<file path="src/include/i2cm_pkg.sv">
// constants, field positions and state type of the i2c master block
package i2cm_pkg;
    localparam logic [31:0] MASTER_BASE = 32'h4002_0000;
    localparam logic [31:0] SLAVE_BASE = 32'h4002_0800;
    localparam int BASE_LSB = 11;
    localparam logic [10:0] OFF_TARGET_ADDRESS = 11'h000;
    localparam logic [10:0] OFF_COMMAND_AND_STATE = 11'h004;
    localparam logic [10:0] OFF_TRANSFER_BYTE = 11'h008;
    localparam logic [10:0] OFF_SCL_DIVIDER = 11'h00C;
    localparam logic [10:0] OFF_IRQ_ENABLE_MASK = 11'h010;
    localparam logic [10:0] OFF_IRQ_RAW_FLAGS = 11'h014;
    localparam logic [10:0] OFF_IRQ_MASKED_FLAGS = 11'h018;
    localparam logic [10:0] OFF_IRQ_CLEAR = 11'h01C;
    localparam logic [10:0] OFF_FUNCTION_CONFIG = 11'h020;
    localparam logic [31:0] RST_ZERO = 32'h0000_0000;
    localparam logic [31:0] RST_SCL_DIVIDER = 32'h0000_0001;
    localparam int ADDR_DIR_BIT = 0;
    localparam int STAT_BUSY = 0;
    localparam int STAT_ERROR = 1;
    localparam int STAT_ADDRESS_NACK = 2;
    localparam int STAT_DATA_NACK = 3;
    localparam int STAT_ARBITRATION_LOST = 4;
    localparam int STAT_IDLE = 5;
    localparam int STAT_BUS_OCCUPIED = 6;
    localparam int CMD_RUN = 0;
    localparam int CMD_START = 1;
    localparam int CMD_STOP = 2;
    localparam int CMD_ACK = 3;
    localparam int CFG_MASTER_EN = 5;
    localparam int IRQ_DONE_BIT = 0;
    localparam logic [3:0] LOW_PHASE_COUNT = 4'h6;
    localparam logic [3:0] HIGH_PHASE_COUNT = 4'h4;
    localparam logic [3:0] PHASES_PER_BIT = LOW_PHASE_COUNT + HIGH_PHASE_COUNT;
    localparam logic [3:0] PH_LAST = PHASES_PER_BIT - 4'h1;
    localparam logic [3:0] PH_SDA_CHANGE = 4'h1;
    localparam logic [3:0] PH_SAMPLE = 4'h8;
    localparam logic [3:0] PH_START_SCL_REL = 4'h3;
    localparam logic [3:0] PH_START_SDA_LOW = 4'h7;
    localparam logic [3:0] PH_STOP_SDA_REL = 4'h8;
    localparam logic [3:0] ACK_BIT_INDEX = 4'h8;
    typedef enum logic [4:0] {
        ST_IDLE = 5'b00001,
        ST_START = 5'b00010,
        ST_SHIFT = 5'b00100,
        ST_STOP = 5'b01000,
        ST_HOLD = 5'b10000
    } i2cm_state_t;
endpackage : i2cm_pkg

</file>
<file path="src/design/i2cm_tick.sv">
// phase tick divider: one pulse every 2*(divider+1) clocks while running
`timescale 1ns/1ps
module i2cm_tick #(
    parameter int DIV_W = 8
) (
    input wire logic clk,
    input wire logic rst_n,
    input wire logic [DIV_W-1:0] divider,
    input wire logic run,
    output logic tick
);
    logic [DIV_W:0] cntQ;
    logic [DIV_W:0] cntD;
    logic [DIV_W:0] limit;
    logic tickQ;
    logic tickD;

    // ten phases per scl period, so a phase is 2*(divider+1) clocks
    assign limit = {divider, 1'b1};

    always_comb begin
        cntD = cntQ + {{DIV_W{1'b0}}, 1'b1};
        tickD = 1'b0;
        if (!run) begin
            cntD = '0;
        end else if (cntQ >= limit) begin
            cntD = '0;
            tickD = 1'b1;
        end
    end

    always_ff @(posedge clk or negedge rst_n) begin
        if (!rst_n) begin
            cntQ <= '0;
            tickQ <= 1'b0;
        end else begin
            cntQ <= cntD;
            tickQ <= tickD;
        end
    end

    assign tick = tickQ;
endmodule : i2cm_tick

</file>
<file path="src/design/i2cm_line_mon.sv">
// line synchronisers and start/stop watcher for the shared bus
`timescale 1ns/1ps
module i2cm_line_mon (
    input wire logic clk,
    input wire logic rst_n,
    input wire logic sclIn,
    input wire logic sdaIn,
    output logic sclSync,
    output logic sdaSync,
    output logic busOccupied
);
    logic [1:0] metaQ;
    logic [1:0] syncQ;
    logic [1:0] prevQ;
    logic occQ;
    logic occD;
    logic startSeen;
    logic stopSeen;

    // bit 1 scl, bit 0 sda; sda edges only count while scl stays high
    assign startSeen = syncQ[1] && prevQ[1] && prevQ[0] && !syncQ[0];
    assign stopSeen = syncQ[1] && prevQ[1] && !prevQ[0] && syncQ[0];

    always_comb begin
        occD = occQ;
        if (startSeen) begin
            occD = 1'b1;
        end else if (stopSeen) begin
            occD = 1'b0;
        end
    end

    always_ff @(posedge clk or negedge rst_n) begin
        if (!rst_n) begin
            metaQ <= 2'h3;
            syncQ <= 2'h3;
            prevQ <= 2'h3;
            occQ <= 1'b0;
        end else begin
            metaQ <= {sclIn, sdaIn};
            syncQ <= metaQ;
            prevQ <= syncQ;
            occQ <= occD;
        end
    end

    assign sclSync = syncQ[1];
    assign sdaSync = syncQ[0];
    assign busOccupied = occQ;
endmodule : i2cm_line_mon

</file>
<file path="src/design/i2cm_master.sv">
// apb programmed i2c bus master: register file, byte engine, interrupt
// Behaviour
// - divider = clock / (2*(6+4)*scl rate) - 1; low 6, high 4 phases.
// - divider register sets system clocks per scl period; scl timed from it.
// - writing config with master enable pattern enables and initialises master.
// - address bits 7:1 sent msb first as first seven bits after start.
// - address bit 0 picks direction: 0 send, 1 receive.
// - offset 0x004 takes four command bits on write, gives seven status bits on read.
// - start bit makes start on idle bus, repeated start when bus owned.
// - stop bit ends cycle with stop, or holds bus for burst bytes.
// - single send: address dir 0, write stop+start+run; start, address, byte, stop.
// - completion or error abort raises interrupt; received byte readable in data.
// - receive with ack bit set acks each byte; software clears for last byte.
// - master and slave decode offsets from own bases, 0x40020000 and 0x40020800; this block decodes only the master base, slave window gets pslverr.
// - status bits: busy, error, addr nack, data nack, arb lost, idle, bus busy.
// - command bits: run 0, start 1, stop 2, ack 3; bits 6:4 ignored.
// - error set on address nack, data nack or lost arbitration.
//
// Register access over APB was decided locally.
`timescale 1ns/1ps
module i2cm_master #(
    parameter int DIV_W = 8
) (
    input wire logic clk,
    input wire logic rst_n,
    input wire logic psel,
    input wire logic penable,
    input wire logic pwrite,
    input wire logic [31:0] paddr,
    input wire logic [31:0] pwdata,
    output logic [31:0] prdata,
    output logic pready,
    output logic pslverr,
    output logic irq,
    input wire logic sclIn,
    output logic sclOut,
    output logic sclOe,
    input wire logic sdaIn,
    output logic sdaOut,
    output logic sdaOe
);
    i2cm_pkg::i2cm_state_t stateQ;
    i2cm_pkg::i2cm_state_t stateD;
    logic [3:0] phQ;
    logic [3:0] phD;
    logic [3:0] bitQ;
    logic [3:0] bitD;
    logic [7:0] shQ;
    logic [7:0] shD;
    logic addrPhQ;
    logic addrPhD;
    logic rxQ;
    logic rxD;
    logic stopQ;
    logic stopD;
    logic ackQ;
    logic ackD;
    logic adrNackQ;
    logic adrNackD;
    logic datNackQ;
    logic datNackD;
    logic arbQ;
    logic arbD;
    logic [7:0] dataQ;
    logic [7:0] dataD;
    logic [7:0] addrQ;
    logic [7:0] addrD;
    logic [DIV_W-1:0] divQ;
    logic [DIV_W-1:0] divD;
    logic maskQ;
    logic maskD;
    logic rawQ;
    logic rawD;
    logic enQ;
    logic enD;
    logic sclOeQ;
    logic sclOeD;
    logic sdaOeQ;
    logic sdaOeD;
    logic [31:0] rdQ;
    logic [31:0] rdD;
    logic [10:0] off;
    logic hit;
    logic mapped;
    logic wr;
    logic cmdWr;
    logic done;
    logic tick;
    logic advance;
    logic lastPh;
    logic sampleNow;
    logic txMode;
    logic sclS;
    logic sdaS;
    logic busOcc;
    logic engaged;
    logic [6:0] status;

    i2cm_tick #(.DIV_W(DIV_W)) i2cm_tick_inst (
        .clk(clk),
        .rst_n(rst_n),
        .divider(divQ),
        .run(engaged),
        .tick(tick)
    );

    i2cm_line_mon i2cm_line_mon_inst (
        .clk(clk),
        .rst_n(rst_n),
        .sclIn(sclIn),
        .sdaIn(sdaIn),
        .sclSync(sclS),
        .sdaSync(sdaS),
        .busOccupied(busOcc)
    );

    // only the master window is decoded; the slave window answers elsewhere
    assign off = paddr[10:0];
    assign hit = paddr[31:i2cm_pkg::BASE_LSB]
        == i2cm_pkg::MASTER_BASE[31:i2cm_pkg::BASE_LSB];
    always_comb begin
        case (off)
            i2cm_pkg::OFF_TARGET_ADDRESS, i2cm_pkg::OFF_COMMAND_AND_STATE,
            i2cm_pkg::OFF_TRANSFER_BYTE, i2cm_pkg::OFF_SCL_DIVIDER,
            i2cm_pkg::OFF_IRQ_ENABLE_MASK, i2cm_pkg::OFF_IRQ_RAW_FLAGS,
            i2cm_pkg::OFF_IRQ_MASKED_FLAGS, i2cm_pkg::OFF_IRQ_CLEAR,
            i2cm_pkg::OFF_FUNCTION_CONFIG: mapped = hit;
            default: mapped = 1'b0;
        endcase
    end
    assign wr = psel && penable && pwrite && mapped;
    assign cmdWr = wr && off == i2cm_pkg::OFF_COMMAND_AND_STATE;
    assign pready = 1'b1;
    assign pslverr = psel && penable && !mapped;

    assign engaged = stateQ != i2cm_pkg::ST_IDLE && stateQ != i2cm_pkg::ST_HOLD;
    // a released scl still read low means a slave stretches it: freeze phase
    assign advance = tick && !(!sclOeQ && !sclS);
    assign lastPh = advance && phQ == i2cm_pkg::PH_LAST;
    assign sampleNow = advance && phQ == i2cm_pkg::PH_SAMPLE;
    assign txMode = addrPhQ || !rxQ;

    assign status[i2cm_pkg::STAT_BUSY] = engaged;
    assign status[i2cm_pkg::STAT_ERROR] = adrNackQ || datNackQ || arbQ;
    assign status[i2cm_pkg::STAT_ADDRESS_NACK] = adrNackQ;
    assign status[i2cm_pkg::STAT_DATA_NACK] = datNackQ;
    assign status[i2cm_pkg::STAT_ARBITRATION_LOST] = arbQ;
    assign status[i2cm_pkg::STAT_IDLE] = stateQ == i2cm_pkg::ST_IDLE;
    assign status[i2cm_pkg::STAT_BUS_OCCUPIED] = busOcc;

    // register file
    always_comb begin
        addrD = addrQ;
        divD = divQ;
        maskD = maskQ;
        enD = enQ;
        rawD = rawQ;
        if (wr && off == i2cm_pkg::OFF_TARGET_ADDRESS) begin
            addrD = pwdata[7:0];
        end
        if (wr && off == i2cm_pkg::OFF_SCL_DIVIDER) begin
            divD = pwdata[DIV_W-1:0];
        end
        if (wr && off == i2cm_pkg::OFF_IRQ_ENABLE_MASK) begin
            maskD = pwdata[i2cm_pkg::IRQ_DONE_BIT];
        end
        if (wr && off == i2cm_pkg::OFF_FUNCTION_CONFIG) begin
            enD = pwdata[i2cm_pkg::CFG_MASTER_EN];
        end
        if (wr && off == i2cm_pkg::OFF_IRQ_CLEAR && pwdata[i2cm_pkg::IRQ_DONE_BIT]) begin
            rawD = 1'b0;
        end
        // a completion in the clearing cycle must not be lost
        if (done) begin
            rawD = 1'b1;
        end
        rdD = 32'h0000_0000;
        case (off)
            i2cm_pkg::OFF_TARGET_ADDRESS: rdD[7:0] = addrQ;
            i2cm_pkg::OFF_COMMAND_AND_STATE: rdD[6:0] = status;
            i2cm_pkg::OFF_TRANSFER_BYTE: rdD[7:0] = dataQ;
            i2cm_pkg::OFF_SCL_DIVIDER: rdD[DIV_W-1:0] = divQ;
            i2cm_pkg::OFF_IRQ_ENABLE_MASK: rdD[i2cm_pkg::IRQ_DONE_BIT] = maskQ;
            i2cm_pkg::OFF_IRQ_RAW_FLAGS: rdD[i2cm_pkg::IRQ_DONE_BIT] = rawQ;
            i2cm_pkg::OFF_IRQ_MASKED_FLAGS: rdD[i2cm_pkg::IRQ_DONE_BIT] = rawQ && maskQ;
            i2cm_pkg::OFF_FUNCTION_CONFIG: rdD[i2cm_pkg::CFG_MASTER_EN] = enQ;
            default: rdD = 32'h0000_0000;
        endcase
        if (!mapped) begin
            rdD = 32'h0000_0000;
        end
    end

    always_ff @(posedge clk or negedge rst_n) begin
        if (!rst_n) begin
            addrQ <= i2cm_pkg::RST_ZERO[7:0];
            divQ <= i2cm_pkg::RST_SCL_DIVIDER[DIV_W-1:0];
            maskQ <= i2cm_pkg::RST_ZERO[0];
            enQ <= i2cm_pkg::RST_ZERO[0];
            rawQ <= i2cm_pkg::RST_ZERO[0];
            rdQ <= i2cm_pkg::RST_ZERO;
        end else begin
            addrQ <= addrD;
            divQ <= divD;
            maskQ <= maskD;
            enQ <= enD;
            rawQ <= rawD;
            if (psel && !penable) begin
                rdQ <= rdD;
            end
        end
    end

    assign prdata = rdQ;
    assign irq = rawQ && maskQ;

    // byte engine
    always_comb begin
        stateD = stateQ;
        phD = phQ;
        bitD = bitQ;
        shD = shQ;
        addrPhD = addrPhQ;
        rxD = rxQ;
        stopD = stopQ;
        ackD = ackQ;
        adrNackD = adrNackQ;
        datNackD = datNackQ;
        arbD = arbQ;
        dataD = dataQ;
        done = 1'b0;
        if (advance) begin
            phD = lastPh ? 4'h0 : phQ + 4'h1;
        end
        if (wr && off == i2cm_pkg::OFF_TRANSFER_BYTE) begin
            dataD = pwdata[7:0];
        end
        if (wr && off == i2cm_pkg::OFF_FUNCTION_CONFIG && pwdata[i2cm_pkg::CFG_MASTER_EN]) begin
            adrNackD = 1'b0;
            datNackD = 1'b0;
            arbD = 1'b0;
        end
        case (stateQ)
            i2cm_pkg::ST_IDLE: begin
                if (cmdWr && enQ && pwdata[i2cm_pkg::CMD_START] && pwdata[i2cm_pkg::CMD_RUN]) begin
                    stateD = i2cm_pkg::ST_START;
                    phD = 4'h0;
                    stopD = pwdata[i2cm_pkg::CMD_STOP];
                    ackD = pwdata[i2cm_pkg::CMD_ACK];
                    adrNackD = 1'b0;
                    datNackD = 1'b0;
                    arbD = 1'b0;
                end
            end
            i2cm_pkg::ST_HOLD: begin
                if (cmdWr && enQ) begin
                    stopD = pwdata[i2cm_pkg::CMD_STOP];
                    ackD = pwdata[i2cm_pkg::CMD_ACK];
                    phD = 4'h0;
                    if (pwdata[i2cm_pkg::CMD_START] && pwdata[i2cm_pkg::CMD_RUN]) begin
                        stateD = i2cm_pkg::ST_START;
                    end else if (pwdata[i2cm_pkg::CMD_RUN]) begin
                        stateD = i2cm_pkg::ST_SHIFT;
                        addrPhD = 1'b0;
                        bitD = 4'h0;
                        shD = rxQ ? 8'h00 : dataQ;
                    end else if (pwdata[i2cm_pkg::CMD_STOP]) begin
                        stateD = i2cm_pkg::ST_STOP;
                    end
                end
            end
            i2cm_pkg::ST_START: begin
                if (lastPh) begin
                    stateD = i2cm_pkg::ST_SHIFT;
                    addrPhD = 1'b1;
                    bitD = 4'h0;
                    shD = addrQ;
                    rxD = addrQ[i2cm_pkg::ADDR_DIR_BIT];
                end
            end
            i2cm_pkg::ST_SHIFT: begin
                if (sampleNow && bitQ != i2cm_pkg::ACK_BIT_INDEX) begin
                    if (txMode && shQ[7] && !sdaS) begin
                        // another master drove low: let go of both lines at once
                        arbD = 1'b1;
                        stateD = i2cm_pkg::ST_IDLE;
                        done = 1'b1;
                    end else if (!txMode) begin
                        shD = {shQ[6:0], sdaS};
                    end
                end else if (sampleNow && txMode && sdaS) begin
                    adrNackD = adrNackQ || addrPhQ;
                    datNackD = datNackQ || !addrPhQ;
                end
                if (lastPh) begin
                    if (bitQ != i2cm_pkg::ACK_BIT_INDEX) begin
                        bitD = bitQ + 4'h1;
                        if (txMode) begin
                            shD = {shQ[6:0], 1'b0};
                        end
                    end else if (adrNackQ || datNackQ) begin
                        stateD = i2cm_pkg::ST_STOP;
                    end else if (addrPhQ) begin
                        addrPhD = 1'b0;
                        bitD = 4'h0;
                        shD = rxQ ? 8'h00 : dataQ;
                    end else begin
                        if (rxQ) begin
                            dataD = shQ;
                        end
                        if (stopQ) begin
                            stateD = i2cm_pkg::ST_STOP;
                        end else begin
                            stateD = i2cm_pkg::ST_HOLD;
                            done = 1'b1;
                        end
                    end
                end
            end
            i2cm_pkg::ST_STOP: begin
                if (lastPh) begin
                    stateD = i2cm_pkg::ST_IDLE;
                    done = 1'b1;
                end
            end
            default: stateD = i2cm_pkg::ST_IDLE;
        endcase
    end

    // line drive; in ST_SHIFT sda only moves from phase 1 on, well inside scl low
    always_comb begin
        sclOeD = 1'b0;
        sdaOeD = sdaOeQ;
        case (stateQ)
            i2cm_pkg::ST_IDLE: sdaOeD = 1'b0;
            i2cm_pkg::ST_HOLD: sclOeD = 1'b1;
            i2cm_pkg::ST_START: begin
                sclOeD = phQ < i2cm_pkg::PH_START_SCL_REL;
                sdaOeD = phQ >= i2cm_pkg::PH_START_SDA_LOW;
            end
            i2cm_pkg::ST_SHIFT: begin
                sclOeD = phQ < i2cm_pkg::LOW_PHASE_COUNT;
                if (phQ >= i2cm_pkg::PH_SDA_CHANGE) begin
                    if (bitQ == i2cm_pkg::ACK_BIT_INDEX) begin
                        sdaOeD = !txMode && ackQ;
                    end else begin
                        sdaOeD = txMode && !shQ[7];
                    end
                end
            end
            i2cm_pkg::ST_STOP: begin
                sclOeD = phQ < i2cm_pkg::LOW_PHASE_COUNT;
                if (phQ >= i2cm_pkg::PH_SDA_CHANGE) begin
                    sdaOeD = phQ < i2cm_pkg::PH_STOP_SDA_REL;
                end
            end
            default: sdaOeD = 1'b0;
        endcase
    end

    always_ff @(posedge clk or negedge rst_n) begin
        if (!rst_n) begin
            stateQ <= i2cm_pkg::ST_IDLE;
            phQ <= 4'h0;
            bitQ <= 4'h0;
            shQ <= 8'h00;
            addrPhQ <= 1'b0;
            rxQ <= 1'b0;
            stopQ <= 1'b0;
            ackQ <= 1'b0;
            adrNackQ <= 1'b0;
            datNackQ <= 1'b0;
            arbQ <= 1'b0;
            dataQ <= i2cm_pkg::RST_ZERO[7:0];
            sclOeQ <= 1'b0;
            sdaOeQ <= 1'b0;
        end else begin
            stateQ <= stateD;
            phQ <= phD;
            bitQ <= bitD;
            shQ <= shD;
            addrPhQ <= addrPhD;
            rxQ <= rxD;
            stopQ <= stopD;
            ackQ <= ackD;
            adrNackQ <= adrNackD;
            datNackQ <= datNackD;
            arbQ <= arbD;
            dataQ <= dataD;
            sclOeQ <= sclOeD;
            sdaOeQ <= sdaOeD;
        end
    end

    assign sclOut = 1'b0;
    assign sdaOut = 1'b0;
    assign sclOe = sclOeQ;
    assign sdaOe = sdaOeQ;
endmodule : i2cm_master

</file>
<file path="config.mk">
export PLATFORM = sky130hd
export DESIGN_NAME = i2cm_master
export DESIGN_NICKNAME = d
export VERILOG_FILES = /design/src/include/i2cm_pkg.sv /design/src/design/i2cm_tick.sv /design/src/design/i2cm_line_mon.sv /design/src/design/i2cm_master.sv
export SDC_FILE = /design/constraint.sdc
export NUM_CORES = 1
export LEC_CHECK = 0
export BUFFER_PORTS_ARGS = -buffer_cell sky130_fd_sc_hd__buf_2
export CAP_MARGIN = 40
export CELL_PAD_IN_SITES_DETAIL_PLACEMENT = 2
export CELL_PAD_IN_SITES_GLOBAL_PLACEMENT = 2
export CORE_MARGIN = 5
export CORE_UTILIZATION = 37
export DETAILED_ROUTE_END_ITERATION = 8
export PLACE_DENSITY_LB_ADDON = 0.05
export SLEW_MARGIN = 20
export SYNTH_ARGS = -nofsm -noshare
export SYNTH_HDL_FRONTEND = slang
export SYNTH_HIERARCHICAL = 1
export SYNTH_SLANG_ARGS = --single-unit
</file>
<file path="constraint.sdc">
create_clock -name clk -period 5.55 [get_ports clk]
set_input_delay 1.665 -clock clk [delete_from_list [all_inputs] [get_ports clk]]
set_output_delay 1.665 -clock clk [all_outputs]
set_load 0.05 [all_outputs]
</file>
### Word-level counts from Yosys, hierarchy flattened

Index checks and enable logic that the tools add are counted.

* memory bits (read-only): 0
* memory bits (writable): 0
* memories kept: 0
* bits in registers: 106
* input port bits: 71
* word-level logic and storage cells: 244
* bits in latches: 0
* output and inout bits: 39

* reduce and logical (&&, ||, !) cells: 66
* $lt $le $gt $ge: 6
* add/sub/neg operators: 3
* equal/unequal tests: 34
* shift-type cells: 0
* bitwise operators: 1
* mux-type cells: 108
* multiply operators: 0
* div/mod/pow operators: 0

Operators by type and width (count)
* 8-bit two-way mux: 21
* 5-bit two-way mux: 14
* 4-bit two-way mux: 12
* 11-bit by 5-bit equality test with 1-bit output (second input constant): 4
* 1-bit two-way mux: 41
* 1-bit logical AND: 36
* 5-bit one-hot mux with 5 select lines: 1
* 8-bit one-hot mux with 3 select lines: 1
* 11-bit by 4-bit equality test with 1-bit output (second input constant): 2
* 21-bit by 20-bit equality test with 1-bit output (second input constant): 1
* 2-bit != test (second input constant): 10
* 9-bit two-way mux: 2
* 4-bit one-hot mux with 4 select lines: 1
* 8-bit AND reduction: 2
* 4-bit equality test (second input constant): 3
* 1-bit one-hot mux with 2 select lines: 6
* 4-bit one-hot mux with 3 select lines: 1
* 11-bit by 3-bit equality test with 1-bit output (second input constant): 1
* 11-bit by 6-bit equality test with 1-bit output (second input constant): 1
* 1-bit zero test: 11
* 11-bit zero test: 1
* 5-bit AND reduction: 2
* 9-bit by 1-bit adder with 9-bit output (second input constant): 1
* 9-bit greater-or-equal comparator: 1
* other kinds (29): 42

### Logic depth before layout (Yosys ltp)

* depth after elaboration: 14
* mapped depth: 10
* depth with buffers taken out: 8

### Cells and area by module

Netlist, hierarchy kept.

By module, submodules not included
* i2cm_master: cells an instance 461, times used 1, area an instance 4329.2 sq um, sequential area each 1629.1 sq um
* i2cm_tick: cells an instance 66, times used 1, area an instance 655.6 sq um, sequential area each 250.2 sq um
* i2cm_line_mon: cells an instance 11, times used 1, area an instance 215.2 sq um, sequential area each 182.7 sq um

### Least setup slack after synthesis

OpenSTA, ideal clock, no wires.

* path type: in2out
* start point: input paddr[4]
* end point: output pslverr
* buffers on the path: 1
* arrival: 3.117 ns
* data required time: 3.885 ns
* stages: 5
* setup slack: 0.768 ns
* cells stage by stage: clkbuf_1 > nor3_1 > o211ai_1 > nor3_1 > nor2_1

* longest elaborated chain between the ends: 5
* elaborated cells between the ends (all ways): 13
* classes of those cells: eq/ne: 8; mux: 1; reduce/logical: 4

Ends and longest elaborated chain
* start, declared: line i2cm_master.sv:29 `input wire logic [31:0] paddr,`
* 11-bit by 3-bit equality test with 1-bit output (tied with other cells): line i2cm_master.sv:122 `case (off)`
* 9-bit OR reduction (*): line i2cm_master.sv:122
* 1-bit two-way mux (*): line i2cm_master.sv:122
* 1-bit zero test (*)
* 1-bit logical AND (*): line i2cm_master.sv:134 `assign pslverr = psel && penable && !mapped;`
* end, declared: line i2cm_master.sv:33 `output logic pslverr,`

Every way passes the cells marked *; elsewhere a longest branch is shown, timed or not.

### Worst setup path after layout

* start point: input paddr[7]
* end point: output pslverr

The elaborated chain is that of the path after synthesis.

==> impl_metrics.tcl <==
set metrics [dict create \
    ys_seq_area_share_pct 39.7 \
    hold_class "reg -> reg" \
    drt_pre_antenna_iters 5 \
    tightest_slew_ps 844 \
    synth_area_leaders "dfrtp_1 (36%), buf_4 (4.2%), mux2_2 (4.1%)" \
    whs_ps 357 \
    power_uw 1390 \
    die_h_um 129 \
    clk_latency_ps 360 \
    holdPathStages 0 \
    grt_use_met3_pct 4.03 \
    initial_core_util_pct 37.6 \
    slew_violations 0 \
    place_hpwl_mm 13.1 \
    synth_top_area_share_pct 35.6 \
    critical_path.slowest_cell "nor4_4" \
    mostFrequentLayoutCells "dfrtp_1 (74), buf_2 (57), nor2_1 (51)" \
    fin_crit_sh_pct 86.0 \
    grt_use_total_pct 21.2 \
    ys_dominant_reg_cell "dfrtp_1" \
    die_x_um 129 \
    rr_endpoint "dataQ[2]" \
    synth_edf_count 0 \
    grt_max_degree 54 \
    n_antenna_cell 0 \
    synth.distinct_cells 75 \
    worstSetupPathType "in -> out" \
    min_to "i2cm_line_mon_inst/syncQ[1]" \
    post-cts-setup-buffers 0 \
    core_um2 13800 \
    drt_iter0_markers 224 \
    antenna_found_initial 0 \
    r2r_start "phQ[1]" \
    status "complete, no violations" \
    critPathArrivalTime_ps 3110 \
    n_fill_cell 1515 \
    critPathMostFrequentCell "buf_2" \
    startpoint_type "primary input" \
    grt_pass1_vias 4785 \
    route.detailed.drc 0 \
    ir_drop_mv 0.124 \
    drive_gt1_share_pct 22.4 \
    wl_per_cell_um 21.9 \
    clkTransAtPathRegs_ps 60 \
    yosys_warnings 6 \
    dr_total_vias 4392 \
    synthArstFlopShare_pct 100 \
    grtUsageMet1_pct 28.5 \
    final_common_cell "dfrtp_1" \
    p_leak_uw 0.00254 \
    worst-path-max-fanout 6 \
    powerDensity_nw_per_um2 236 \
    syn_inst 538 \
    ctsResizeCount 0 \
    dieArea_um2 16500 \
    placed_cells 762 \
    overflow 0 \
    area_growth_pct 13.1 \
    skew_ps 5.41 \
    cts.sinks 82 \
    rsz0062_at_grt "no" \
    setup_viol 0 \
    hold_viol 0 \
    r2r_setup_slack_ps 2640 \
    via_per_inst 5.65 \
    grt_first_pass_wirelength_mm 27.1 \
    busiest_layer "met2" \
    numCtsBuffers 9 \
    crit_required_ps 3880 \
    gp_congestion 0.852 \
    tns_ps 0 \
    cts_tree "yes" \
    clockBufferDepth 2 \
    use_met2_pct 34.5 \
    synth_area_um2 5200 \
    worst_path_largest_cell_delay_ps 400 \
    finish.net_count 678 \
    worst_setup_path_end_kind "primary output" \
    relSlewSlack_pct 43.7 \
    worstPathCellList "buf_2, nor4_4, o211ai_1, nor3_1, buf_4, nor2_1, buf_2" \
    syn_avg_cell_area_um2 9.67 \
    maxCapViolCount 0 \
    rr_worst_depth 8 \
    yosysTopAreaCell "dfrtp_1" \
    final_cells 778 \
    ioPinCount 110 \
    root_buffer "clkbuf_16" \
    postRouteAntennaNets 0 \
    wl_mm 17.0 \
    numPortBuffers 58 \
    maxClockFrequency_mhz 209 \
    hp-start "i2cm_line_mon_inst/metaQ[1]" \
    cts-htree-levels 3 \
    rows 43 \
    synth-seq-cells 82 \
    hold_buffers 0 \
    min_period_ps 4770 \
    final_util_pct 42.5 \
]
## synth_stat cells (7+ instances only)
cell,count
dfstp_2,8
mux2_2,19
o2bb2ai_1,8
o21ai_0,19
nand2_1,47
ha_1,14
nand3_1,13
dfrtp_1,74
a222oi_1,8
a21oi_1,40
nor3_1,17
nand4_1,11
nor2_1,51
buf_4,29
a21boi_0,7
inv_1,20
mux2i_1,19
## worst max-delay path by stage
| stage | cells after the start | to | from |
|---|---|---|---|
| 2_1_floorplan | 5 | pslverr | paddr[4] |
| 3_3_place_gp | 7 | pslverr | paddr[23] |
| 3_5_place_dp | 7 | pslverr | paddr[23] |
| 4_1_cts | 7 | pslverr | paddr[7] |
| 5_1_grt | 7 | pslverr | paddr[7] |
| 6_report | 7 | pslverr | paddr[7] |
## worst max-delay path: cells and delay by family
kind,cells,cell delay (ps)
and+or+nand+nor,3,680
AOI/OAI and AO/OA,1,270
buffers and inverters,3,490
## power breakdown
group | internal (uW) | total, uW | switching (uW)
combinational | 19.7 | 101 | 81.1
sequential | 602 | 605 | 2.93
clock | 401 | 682 | 280
total | 1020 | 1390 | 365
## cell type report
type,count,area [um^2],share of cell area (%)
timing repair buffer,62,323,5.49
inverter,21,78.8,1.34
clock buffer,10,229,3.89
clock inverter,6,96.3,1.64
sequential,82,2060,35.1
multi-input combinational,417,2870,48.8
tap,180,225,3.83
## logic make-up after synthesis
| group | after synthesis | synth area share, % |
|---|---|---|
| compound gates | 133 | 18.3 |
| xor+xnor | 10 | 1.68 |
| fa+ha+maj | 14 | 3.37 |
| buf+inv | 64 | 7.12 |
| flops | 82 | 39.7 |
| mux | 39 | 8.21 |
| other cells | 2 | 0.144 |
| simple gates | 194 | 21.6 |
## metrics by stage
| stage | instance area, um^2 | setup WS, ps |
|---|---|---|
| floorplan | 5290 | 768 |
| global placement | 5560 | 847 |
| detailed placement | 5560 | 827 |
| CTS | 5880 | 766 |
| finish | 5880 | 776 |
| global route | 5880 | 602 |
## flip-flops by register name, summed over array words and instances, names as in the netlist, 2 cells and up
signal / count
i2cm_line_mon_inst/syncQ: 2
phQ: 4
addrQ: 8
i2cm_line_mon_inst/prevQ: 2
bitQ: 4
dataQ: 8
prdata: 8
divQ: 8
shQ: 8
stateQ: 5
i2cm_line_mon_inst/metaQ: 2
i2cm_tick_inst/cntQ: 9
## metal layers
layer | part of all wire, % | up-vias | wire length, um
li1 | - | 2043 | -
met1 | 46 | 2258 | 7900
met2 | 49 | 74 | 8330
met3 | 2.9 | 17 | 487
met4 | 1.8 | 0 | 315
met5 | 0 | - | 0
(Power assumes the default switching activity.)
